--- src/rtl/irq_prio_regs.svh ---
// Register offsets, field positions and reset values of the interrupt priority block
`ifndef IRQ_PRIO_REGS_SVH
`define IRQ_PRIO_REGS_SVH
// Offsets are word indices; the bus byte address is four times the index
`define OFF_ENABLE_MAIN 8'hA8
`define OFF_LEVEL_UPPER 8'hB7
`define OFF_LEVEL_LOWER 8'hB8
`define OFF_BIT_ACCESS 8'hC0
`define OFF_IRQ_STATUS 8'hC4
`define OFF_IRQ_CLEAR 8'hC8
`define OFF_IRQ_ENABLE 8'hCC
`define OFF_CORE_STATE 8'hD0
`define BIT_GLOBAL_EN 7
`define NUM_SRC 7
`define RESET_ENABLE 8'h00
`define RESET_LEVEL 8'h00
`define SEL_ENABLE 2'h0
`define SEL_LOWER 2'h1
`endif

--- src/rtl/irq_prio_pkg.sv ---
// Types shared by the interrupt priority block
package irq_prio_pkg;
  typedef enum logic [1:0]
  {
    AXI_IDLE = 2'b00,
    AXI_RESP = 2'b01
  } axi_state_type;

  typedef struct packed
  {
    axi_state_type wrState;
    axi_state_type rdState;
    logic awHeld;
    logic [7:0] awAddr;
    logic wHeld;
    logic [31:0] wData;
    logic bValid;
    logic [1:0] bResp;
    logic arReady;
    logic awReady;
    logic wReady;
    logic rValid;
    logic [31:0] rData;
    logic [1:0] rResp;
    logic [7:0] enableMain;
    logic [7:0] levelUpper;
    logic [7:0] levelLower;
    logic [6:0] pendSync1;
    logic [6:0] pendSync2;
    logic [3:0] inService;
    logic irqReq;
    logic [2:0] irqId;
    logic [1:0] irqLevel;
    logic [1:0] evtStatus;
    logic [1:0] evtEnable;
    logic irqOut;
  } state_type;
endpackage

--- src/rtl/interrupt_priority_enable.sv ---
// Interrupt enable and four-level priority controller with AXI4-Lite registers
// Notes on behaviour
// - Higher level preempts a running lower routine; equal or lower waits.
// - A level 3 routine is never preempted by anything.
// - Level is upper bit then lower bit; 00 lowest, 11 highest.
// - Simultaneous requests: the higher level is served first.
// - Same level: a fixed polling order picks the winner.
// - Enable bit 7 is global; zero blocks all, one defers to source bits.
// - Enables: counter array 6, timer2 5, serial 4, timer1 3, timer0 1.
// - External 1 enable at bit 2, external 0 enable at bit 0.
// - Enable register resets to zero and accepts single-bit writes.
// - Lower level register at B8h, sources at bits 6 down to 0.
// - Upper level register at B7h, same bit positions as lower.
// - Bit 7 of both level registers reserved; software writes zero.
// - Lower register resets bits 6..0 to zero; bit-addressable.
// - Upper register resets bits 6..0 to zero; whole-byte access only.
// - Full system has nine vectors; this block serves the seven main ones.
//
// Implementation choice: the AXI4-Lite slave port.
`timescale 1ns/1ps
`include "irq_prio_regs.svh"

module interrupt_priority_enable
(
  input wire logic mclk,
  input wire logic sys_rst,
  input wire logic clkEn,
  input wire logic [6:0] srcPending,
  input wire logic irqAck,
  input wire logic irqReturn,
  output logic coreIrqReq,
  output logic [2:0] coreIrqId,
  output logic [1:0] coreIrqLevel,
  output logic irqLine,
  input wire logic [31:0] s_axi_awaddr,
  input wire logic s_axi_awvalid,
  output logic s_axi_awready,
  input wire logic [31:0] s_axi_wdata,
  input wire logic [3:0] s_axi_wstrb,
  input wire logic s_axi_wvalid,
  output logic s_axi_wready,
  output logic [1:0] s_axi_bresp,
  output logic s_axi_bvalid,
  input wire logic s_axi_bready,
  input wire logic [31:0] s_axi_araddr,
  input wire logic s_axi_arvalid,
  output logic s_axi_arready,
  output logic [31:0] s_axi_rdata,
  output logic [1:0] s_axi_rresp,
  output logic s_axi_rvalid,
  input wire logic s_axi_rready
);

  irq_prio_pkg::state_type st;
  irq_prio_pkg::state_type next_st;

  // Per-source level and qualified request
  logic [1:0] srcLevel [0:6];
  logic [6:0] srcActive;

  genvar g;
  generate
    for (g = 0; g < `NUM_SRC; g = g + 1)
    begin : gen_src
      assign srcLevel[g] = {st.levelUpper[g], st.levelLower[g]};
      assign srcActive[g] = st.pendSync2[g] & st.enableMain[g]
        & st.enableMain[`BIT_GLOBAL_EN];
    end
  endgenerate

  // Arbitration over levels, then polling order
  logic winFound;
  logic [2:0] winId;
  logic [1:0] winLevel;
  logic [1:0] curLevel;
  logic anyService;
  logic allowed;

  always_comb
  begin
    winFound = 1'b0;
    winId = 3'h0;
    winLevel = 2'h0;
    for (int lv = 3; lv >= 0; lv--)
    begin
      for (int s = 0; s < `NUM_SRC; s++)
      begin
        if (!winFound && srcActive[s] && srcLevel[s] == 2'(lv))
        begin
          winFound = 1'b1;
          winId = 3'(s);
          winLevel = 2'(lv);
        end
      end
    end
  end

  always_comb
  begin
    curLevel = 2'h0;
    anyService = |st.inService;
    for (int lv = 0; lv < 4; lv++)
    begin
      if (st.inService[lv])
      begin
        curLevel = 2'(lv);
      end
    end
    // Strictly higher only; level 3 can never be exceeded
    allowed = winFound && (!anyService || winLevel > curLevel);
  end

  // Word index decode; byte lanes and upper address bits are ignored
  logic [7:0] rdIndex;
  logic [31:0] rdWord;
  logic rdMapped;
  logic wrMapped;

  assign rdIndex = s_axi_araddr[9:2];

  // Read mux; unmapped words answer zero with an error response
  always_comb
  begin
    rdWord = 32'h00000000;
    rdMapped = 1'b1;
    case (rdIndex)
      `OFF_ENABLE_MAIN:
        rdWord = {24'h000000, st.enableMain};
      `OFF_LEVEL_UPPER:
        rdWord = {24'h000000, st.levelUpper};
      `OFF_LEVEL_LOWER:
        rdWord = {24'h000000, st.levelLower};
      `OFF_IRQ_STATUS:
        rdWord = {30'h0000000, st.evtStatus};
      `OFF_IRQ_ENABLE:
        rdWord = {30'h0000000, st.evtEnable};
      `OFF_CORE_STATE:
        rdWord = {21'h00000, st.inService, 1'b0, st.irqLevel, st.irqId, st.irqReq};
      // Write-only registers read as zero
      `OFF_BIT_ACCESS, `OFF_IRQ_CLEAR:
        rdWord = 32'h00000000;
      default:
        rdMapped = 1'b0;
    endcase
  end

  // Status and core state take writes but ignore them
  always_comb
  begin
    case (st.awAddr)
      `OFF_ENABLE_MAIN, `OFF_LEVEL_UPPER, `OFF_LEVEL_LOWER, `OFF_BIT_ACCESS,
      `OFF_IRQ_CLEAR, `OFF_IRQ_ENABLE, `OFF_IRQ_STATUS, `OFF_CORE_STATE:
        wrMapped = 1'b1;
      default:
        wrMapped = 1'b0;
    endcase
  end

  // Register write helper with byte-lane and bit-access handling
  logic wrFire;
  logic [7:0] wrByte;

  always_comb
  begin
    next_st = st;
    wrFire = 1'b0;
    wrByte = st.wData[7:0];

    // Pending inputs come from other logic domains
    next_st.pendSync1 = srcPending;
    next_st.pendSync2 = st.pendSync1;

    // Write address and data, either order
    if (st.awReady && s_axi_awvalid)
    begin
      next_st.awHeld = 1'b1;
      next_st.awAddr = s_axi_awaddr[9:2];
      next_st.awReady = 1'b0;
    end
    if (st.wReady && s_axi_wvalid)
    begin
      next_st.wHeld = 1'b1;
      next_st.wData = {s_axi_wdata[31:1], s_axi_wdata[0]};
      next_st.wData[3:0] = s_axi_wdata[3:0];
      next_st.wReady = 1'b0;
      // Lane 0 strobe rides in the unused top data bit
      next_st.wData[31] = s_axi_wstrb[0];
    end

    case (st.wrState)
      irq_prio_pkg::AXI_IDLE:
      begin
        if (st.awHeld && st.wHeld)
        begin
          wrFire = st.wData[31];
          next_st.awHeld = 1'b0;
          next_st.wHeld = 1'b0;
          next_st.bValid = 1'b1;
          next_st.bResp = wrMapped ? 2'b00 : 2'b10;
          next_st.wrState = irq_prio_pkg::AXI_RESP;
        end
      end
      irq_prio_pkg::AXI_RESP:
      begin
        if (s_axi_bready)
        begin
          next_st.bValid = 1'b0;
          next_st.awReady = 1'b1;
          next_st.wReady = 1'b1;
          next_st.wrState = irq_prio_pkg::AXI_IDLE;
        end
      end
      default:
        next_st.wrState = irq_prio_pkg::AXI_IDLE;
    endcase

    if (wrFire)
    begin
      case (st.awAddr)
        `OFF_ENABLE_MAIN:
          next_st.enableMain = wrByte;
        `OFF_LEVEL_UPPER:
          next_st.levelUpper = {1'b0, wrByte[6:0]};
        `OFF_LEVEL_LOWER:
          next_st.levelLower = {1'b0, wrByte[6:0]};
        `OFF_BIT_ACCESS:
        begin
          // Bits [4:2] select bit, [1:0] register, bit 7 the value
          if (st.wData[1:0] == `SEL_ENABLE)
          begin
            next_st.enableMain[st.wData[4:2]] = st.wData[7];
          end
          else if (st.wData[1:0] == `SEL_LOWER && st.wData[4:2] != 3'h7)
          begin
            next_st.levelLower[st.wData[4:2]] = st.wData[7];
          end
        end
        `OFF_IRQ_ENABLE:
          next_st.evtEnable = wrByte[1:0];
        default:
          next_st.evtEnable = next_st.evtEnable;
      endcase
    end

    // Read channel
    case (st.rdState)
      irq_prio_pkg::AXI_IDLE:
      begin
        if (st.arReady && s_axi_arvalid)
        begin
          next_st.arReady = 1'b0;
          next_st.rValid = 1'b1;
          next_st.rData = rdWord;
          next_st.rResp = rdMapped ? 2'b00 : 2'b10;
          next_st.rdState = irq_prio_pkg::AXI_RESP;
        end
      end
      irq_prio_pkg::AXI_RESP:
      begin
        if (s_axi_rready)
        begin
          next_st.rValid = 1'b0;
          next_st.arReady = 1'b1;
          next_st.rdState = irq_prio_pkg::AXI_IDLE;
        end
      end
      default:
        next_st.rdState = irq_prio_pkg::AXI_IDLE;
    endcase

    // Request to core; id and level follow the winner
    next_st.irqReq = allowed;
    next_st.irqId = winId;
    next_st.irqLevel = winLevel;

    // Service record: return clears the top level first, then entry sets
    if (irqReturn)
    begin
      for (int lv = 3; lv >= 0; lv--)
      begin
        if (st.inService[lv] && 2'(lv) == curLevel)
        begin
          next_st.inService[lv] = 1'b0;
        end
      end
    end
    if (irqAck && st.irqReq)
    begin
      next_st.inService[st.irqLevel] = 1'b1;
    end

    // Events: 0 = request accepted, 1 = routine returned; set beats clear
    if (wrFire && st.awAddr == `OFF_IRQ_CLEAR)
    begin
      next_st.evtStatus = st.evtStatus & ~wrByte[1:0];
    end
    if (irqAck && st.irqReq)
    begin
      next_st.evtStatus[0] = 1'b1;
    end
    if (irqReturn && anyService)
    begin
      next_st.evtStatus[1] = 1'b1;
    end
    next_st.irqOut = |(st.evtStatus & st.evtEnable);
  end

  always_ff @(posedge mclk)
  begin
    if (sys_rst)
    begin
      st <= '0;
      st.awReady <= 1'b1;
      st.wReady <= 1'b1;
      st.arReady <= 1'b1;
      st.enableMain <= `RESET_ENABLE;
      st.levelUpper <= `RESET_LEVEL;
      st.levelLower <= `RESET_LEVEL;
    end
    else if (clkEn)
    begin
      st <= next_st;
    end
  end

  assign coreIrqReq = st.irqReq;
  assign coreIrqId = st.irqId;
  assign coreIrqLevel = st.irqLevel;
  assign irqLine = st.irqOut;
  assign s_axi_awready = st.awReady;
  assign s_axi_wready = st.wReady;
  assign s_axi_bresp = st.bResp;
  assign s_axi_bvalid = st.bValid;
  assign s_axi_arready = st.arReady;
  assign s_axi_rdata = st.rData;
  assign s_axi_rresp = st.rResp;
  assign s_axi_rvalid = st.rValid;

endmodule

--- config.mk ---
export PLATFORM = sky130hd
export DESIGN_NAME = interrupt_priority_enable
export DESIGN_NICKNAME = d
export VERILOG_FILES = /design/src/rtl/irq_prio_pkg.sv /design/src/rtl/interrupt_priority_enable.sv
export VERILOG_INCLUDE_DIRS = /design/src /design/src/rtl
export SDC_FILE = /design/constraint.sdc
export NUM_CORES = 1
export LEC_CHECK = 0
export BUFFER_PORTS_ARGS = -buffer_cell sky130_fd_sc_hd__buf_2
export CAP_MARGIN = 10
export CORE_MARGIN = 1
export CORE_UTILIZATION = 46
export CTS_CLUSTER_DIAMETER = 100
export DETAILED_ROUTE_END_ITERATION = 7
export GPL_TIMING_DRIVEN = 1
export HOLD_SLACK_MARGIN = 0.15
export PLACE_DENSITY_LB_ADDON = 0.15
export SETUP_SLACK_MARGIN = 0.4
export SYNTH_ARGS = -nofsm -noshare
export SYNTH_HDL_FRONTEND = slang
export SYNTH_SLANG_ARGS = --single-unit
--- constraint.sdc ---
create_clock -name mclk -period 2.4 [get_ports mclk]
set_input_delay 0.12 -clock mclk [delete_from_list [all_inputs] [get_ports mclk]]
set_output_delay 0.12 -clock mclk [all_outputs]
set_load 0.01 [all_outputs]
After elaboration in Yosys (flattened, before gate mapping)
Cells that the tools add are included.
- flip-flop bits (word level): 139
- bits of input ports: 117
- output and inout port bits: 48
- logic and storage cells: 373
- order comparisons: 5
- equal/unequal tests: 51
- multiplexer cells: 138
- bitwise logic cells: 18
- reduce and logical (&&, ||, !) cells: 134
- operators with widths (operator ; number):
    $eq 8x8->1 const B ; 16
    $mux 3 ; 27
    $mux 2 ; 39
    $logic_and 1x1->1 ; 70
    $pmux 11 s6 ; 1
    $mux 1 ; 52
    $mux 35 ; 1
    $mux 33 ; 1
    $pmux 8 s2 ; 2
    $eq 2x2->1 const B ; 14
    $logic_not 1->1 ; 28
    $mux 8 ; 3
    $logic_not 2->1 ; 11
    $eq 2x1->1 const B ; 10
    $reduce_and 3->1 ; 6
    $bwmux 8 ; 2
    $reduce_or 8->1 ; 2
    $and 1x1->1 ; 14
    $ne 2x2->1 const B ; 7
    $reduce_and 4->1 ; 3
    $reduce_bool 2->1 ; 6
    $mux 9 ; 1
    $mux 4 ; 2
    $pmux 2 s2 ; 2
    19 further kinds ; 26

Depth between registers and ports, before layout
- word-level depth: 115
- depth in mapped cells: 16
- depth with buffers taken out: 14

Least setup slack after synthesis
Ideal clock, no wire load.
- path type: register to register
- start: register st[52] in the netlist's numbering
- end: register st (netlist bit coreIrqReq)
- setup time: 0.070 ns
- data arrival time: 2.275 ns
- required time: 2.330 ns
- setup slack: 0.054 ns
- cell stages (with the launch flop): 16
- buffers on the path: 2
- clock period less this slack: 2.346 ns
- cells stage by stage: dfxtp_1 -> buf_6 -> buf_6 -> nand4b_1 -> nor2_2 -> or4_4 -> nor2_4 -> inv_2 -> a21oi_1 -> nor3b_1 -> ha_1 -> nand2_1 -> o21ai_0 -> nand2_1 -> o311ai_1 -> a21oi_1
- RTL lines (item ; line ; source):
    from (decl) ; interrupt_priority_enable.sv:54 ; irq_prio_pkg::state_type st;
    from (signal assigned) ; interrupt_priority_enable.sv:322 ; st <= next_st;

Worst setup path in the final report
- start: register st[52] in the netlist's numbering
- end: register st (netlist bit coreIrqId[1])
- word-level cells in the longest chain between the ends: 111
- elaborated cells on any way between the ends: 142
- those cells by class: mux (53); bitwise (7); reduce/logical (82)
- RTL lines (item ; line ; source):
    $and 1x1->1 ; interrupt_priority_enable.sv:66 ; assign srcActive[g] = st.pendSync2[g] & st.enableMain[g]
    $logic_and 1x1->1 ; interrupt_priority_enable.sv:88 ; if (!winFound && srcActive[s] && srcLevel[s] == 2'(lv))
    $mux 1 ; interrupt_priority_enable.sv:88 ;
    $logic_not 1->1 ; interrupt_priority_enable.sv:88 ;
    $logic_and 1x1->1 (2 in a row) ; interrupt_priority_enable.sv:88 ;
    $mux 1 ; interrupt_priority_enable.sv:88 ;
    $logic_not 1->1 ; interrupt_priority_enable.sv:88 ;
    $logic_and 1x1->1 (2 in a row) ; interrupt_priority_enable.sv:88 ;
    (+90 left out) ; - ;
    $logic_and 1x1->1 (2 in a row) ; interrupt_priority_enable.sv:88 ;
    $mux 1 ; interrupt_priority_enable.sv:88 ;
    $logic_not 1->1 ; interrupt_priority_enable.sv:88 ;
    $logic_and 1x1->1 (2 in a row) ; interrupt_priority_enable.sv:88 ;
    $mux 1 ; interrupt_priority_enable.sv:88 ;
    $logic_not 1->1 ; interrupt_priority_enable.sv:88 ;
    $logic_and 1x1->1 (2 in a row) ; interrupt_priority_enable.sv:88 ;
    $mux 3 * ; interrupt_priority_enable.sv:88 ;
Every way passes the cells marked *; elsewhere a longest branch is shown, timed or not.
A chain may end at the register's enable or synchronous reset.

==> impl_metrics.prom <==
# TYPE chip_impl_metric gauge
chip_impl_metric{name="instances_no_fill",unit=""} 919
chip_impl_info{name="critical_path.startpoint_type",value="register"} 1
chip_impl_metric{name="relSlewSlack",unit="%"} 58.03
chip_impl_metric{name="clock_sinks",unit=""} 91
chip_impl_info{name="yosys.area.top_type",value="dfxtp_1"} 1
chip_impl_metric{name="fp.dieArea",unit="um^2"} 11190
chip_impl_info{name="timing.setup.critical_path_class",value="reg -> reg"} 1
chip_impl_metric{name="synth-seq-cells",unit=""} 91
chip_impl_info{name="status",value="completed"} 1
chip_impl_metric{name="n_fill_cell",unit=""} 941
chip_impl_metric{name="syn_area_per_cell",unit="um^2"} 7.898
chip_impl_metric{name="post_synth_inst_count",unit=""} 627
chip_impl_metric{name="yosysSeqAreaShare",unit="%"} 36.79
chip_impl_metric{name="crit_arrival",unit="ns"} 2.66
chip_impl_metric{name="critPathRequiredTime",unit="ns"} 2.69
chip_impl_info{name="synth_flop_cell",value="dfxtp_1"} 1
chip_impl_metric{name="synth_warn",unit=""} 0
chip_impl_metric{name="h-tree-depth",unit=""} 3
chip_impl_metric{name="dpl.cell_count",unit=""} 848
chip_impl_metric{name="grt.met3_usage",unit="%"} 5.318
chip_impl_metric{name="path_max_fanout",unit=""} 6
chip_impl_metric{name="row_count",unit=""} 37
chip_impl_metric{name="overflow",unit=""} 0
chip_impl_metric{name="routed-via-count",unit=""} 4968
chip_impl_metric{name="cts.clk_slew.worst_paths",unit="ns"} 0.09
chip_impl_metric{name="timing.setup.tns",unit="ns"} 0
chip_impl_metric{name="cap_viol_max_count",unit=""} 0
chip_impl_metric{name="worst_clock_skew",unit="ns"} 0.008772
chip_impl_metric{name="sequential_area",unit="um^2"} 1833
chip_impl_metric{name="place_congestion",unit=""} 0.9599
chip_impl_metric{name="chip_height",unit="um"} 105.8
chip_impl_metric{name="drv_slew",unit=""} 0
chip_impl_metric{name="vdd_drop_max",unit="mV"} 0.2883
chip_impl_metric{name="post_synth_cell_types",unit=""} 68
chip_impl_metric{name="per_cell_routed_wire_length",unit="um"} 15.79
chip_impl_metric{name="global_route.usage.total",unit="%"} 26.89
chip_impl_metric{name="vias_per_cell",unit=""} 5.406
chip_impl_info{name="cts_root_buffer",value="clkbuf_8"} 1
chip_impl_metric{name="place_ws",unit="ns"} -0.1123
chip_impl_metric{name="antenna-diode-count",unit=""} 0
chip_impl_metric{name="layout_min_cycle_time",unit="ns"} 2.368
chip_impl_info{name="most_frequent_standard_cell_in_the_layout_excluding_fill_and_tap_cells",value="dfxtp_1"} 1
chip_impl_metric{name="floorplan.core_area",unit="um^2"} 10370
chip_impl_info{name="rsz0062_at_grt",value="yes"} 1
chip_impl_metric{name="clock_latency",unit="ns"} 0.37
chip_impl_metric{name="final-hold-violation-count",unit=""} 0
chip_impl_info{name="tritoncts",value="yes"} 1
chip_impl_metric{name="antenna_violations_before_repair",unit=""} 0
chip_impl_metric{name="ios",unit=""} 165
chip_impl_metric{name="setup.reg_to_reg.worst_slack",unit="ns"} 0.03
chip_impl_metric{name="final_layout_size_suffix_gt1_share",unit="%"} 30.65
chip_impl_metric{name="power.leakage",unit="uW"} 0.002828
chip_impl_metric{name="synthArstFlopShare",unit="%"} 0
chip_impl_metric{name="design.final.nets",unit=""} 899
chip_impl_metric{name="cellPowerDensity",unit="nW/um^2"} 433.9
chip_impl_metric{name="grt_max_degree",unit=""} 34
chip_impl_metric{name="drt_pass1_iterations",unit=""} 5
chip_impl_metric{name="fmax",unit="MHz"} 422.3
chip_impl_metric{name="detailedPlacementHpwl",unit="um"} 10460
chip_impl_metric{name="initial_utilization",unit="%"} 47.76
chip_impl_info{name="ys_top_cells_by_area",value="dfxtp_1 (37%), buf_4 (6.7%), nand2_1 (6.6%), nor2_1 (6.4%), mux2i_1 (6.1%)"} 1
chip_impl_metric{name="syn_area",unit="um^2"} 4952
chip_impl_metric{name="drt_wl_total",unit="um"} 14510
chip_impl_metric{name="post-route-period-util",unit="%"} 98.68
chip_impl_metric{name="layout_setup_ws",unit="ns"} 0.03176
chip_impl_metric{name="die-width",unit="um"} 105.8
chip_impl_metric{name="proportion_of_netlist_area_held_by_the_largest_area_contributor",unit="%"} 36.79
chip_impl_metric{name="cts-buffers-inserted",unit=""} 9
chip_impl_metric{name="global_route.usage.met1",unit="%"} 34.61
chip_impl_metric{name="grt_pass1_vias",unit=""} 4776
chip_impl_metric{name="report.final.setup_viol",unit=""} 0
chip_impl_metric{name="met2_usage",unit="%"} 44.16
chip_impl_info{name="mostFrequentLayoutCells",value="dfxtp_1 (88), buf_4 (87), nand2_1 (85)"} 1
chip_impl_info{name="holdCritPathClass",value="in -> reg"} 1
chip_impl_metric{name="dr.first_iter.drc_count",unit=""} 251
chip_impl_metric{name="route.detailed.drc",unit=""} 0
chip_impl_metric{name="max_slew.worst_pin.slew",unit="ns"} 0.6296
chip_impl_info{name="gr-max-usage-layer",value="met2"} 1
chip_impl_metric{name="grt_pass1_wl",unit="um"} 23490
chip_impl_metric{name="area_growth_syn_to_layout",unit="%"} 32.84
chip_impl_metric{name="area_occupied_by_multi_input_gates",unit="um^2"} 2927
chip_impl_info{name="worstSetupEndpointType",value="register"} 1
chip_impl_metric{name="power.total",unit="uW"} 2855
chip_impl_metric{name="place.port_buffers",unit=""} 66
chip_impl_metric{name="max-clock-path-buffers",unit=""} 2
chip_impl_metric{name="route.antenna.remaining_nets",unit=""} 0
chip_impl_metric{name="synth_edf_count",unit=""} 0
-- cell type report --
| type | count | area share [%] |
|---|---|---|
| multi-input combinational | 469 | 44.48 |
| tap | 136 | 2.587 |
| clock buffer | 12 | 2.358 |
| inverter | 14 | 0.7988 |
| sequential | 91 | 27.86 |
| clock inverter | 2 | 0.1902 |
| timing repair buffer | 195 | 21.72 |
-- stage by stage --
step                instance area (um^2)  hold WS, ns  utilization (%)
CTS                                 6410       0.1532            61.81
floorplan                           5097       0.2560                -
finish                              6579       0.1575            63.44
global placement                    5677       0.3531            54.74
detailed placement                  5677       0.3681            54.74
global route                        6579       0.2027            63.44
-- worst max-delay path, cell delays in order (launching register included) --
cell	delay [ns]
dfxtp_4	0.39
buf_6	0.12
nand4_1	0.11
buf_4	0.17
buf_4	0.12
buf_4	0.12
buf_4	0.13
buf_6	0.11
buf_4	0.11
buf_4	0.12
buf_4	0.12
buf_6	0.11
buf_6	0.10
buf_6	0.11
o22ai_4	0.09
a21oi_2	0.08
a311oi_1	0.20
-- worst paths after layout --
path | start | to | cells after the start
setup / recovery | st[52] | coreIrqId[1] | 16
hold / removal | s_axi_arvalid | s_axi_arready | 4
setup reg to reg | st[52] | coreIrqId[1] | 16
hold reg to reg | s_axi_rdata[10] | s_axi_rdata[10] | 2
-- layer usage --
layer / wire (um) / share of wire (%) / up-vias
li1: - / - / 2456
met1: 6650 / 46 / 2322
met2: 6812 / 47 / 164
met3: 706 / 4.9 / 26
met4: 342 / 2.4 / 0
met5: 0 / 0 / -
-- power breakdown --
part	total, uW	switching (uW)	internal, uW
Combinational	306	166	140
Clock	954	533	421
Sequential	1590	44.0	1550
-- cells in the mapped netlist, types with 5 or more instances --
cell      count
buf_4        44
nand2_1      87
a311oi_1      6
a211oi_1      6
a21oi_1      49
inv_1        13
clkbuf_1     24
nor2_1       84
o21ai_0      21
nor2b_1       6
nand3_1      17
nor3_1       23
o22ai_1       5
a31oi_1       6
nand2b_1      6
a22oi_1      14
nand4_1       9
nand4b_1      5
and3_1        5
mux2i_1      30
dfxtp_1      91
-- sequential cells by signal, indices dropped and copies added (netlist names) --
| signal | cells |
|---|---|
| s_axi_wready | 1 |
| s_axi_rresp | 1 |
| coreIrqId | 3 |
| coreIrqReq | 1 |
| s_axi_rvalid | 1 |
| coreIrqLevel | 2 |
| next_st | 7 |
| irqLine | 1 |
| srcLevel | 14 |
| s_axi_bresp | 1 |
| s_axi_arready | 1 |
| s_axi_awready | 1 |
| st | 45 |
| s_axi_rdata | 11 |
| s_axi_bvalid | 1 |
-- kinds of logic after synthesis --
logic type	Yosys count	synth area share [%]
and+or+nand+nor	277	27.41
AOI/OAI and AO/OA	133	17.69
DFF	91	36.79
buffers and inverters	89	10.56
muxes	34	6.973
adders and majority gates	2	0.5052
other	1	0.07572
-- timing repair --
action | CTS | global route
hold buffers | 32 | 0
resized for setup | 26 | 27
pin swaps | 17 | 21
gates cloned | 0 | 0
hold endpoints to repair | 34 | 0
endpoints found under the setup margin | 7 | 12
setup buffers | 17 | 8
Power figures use the tool's default switching activity.
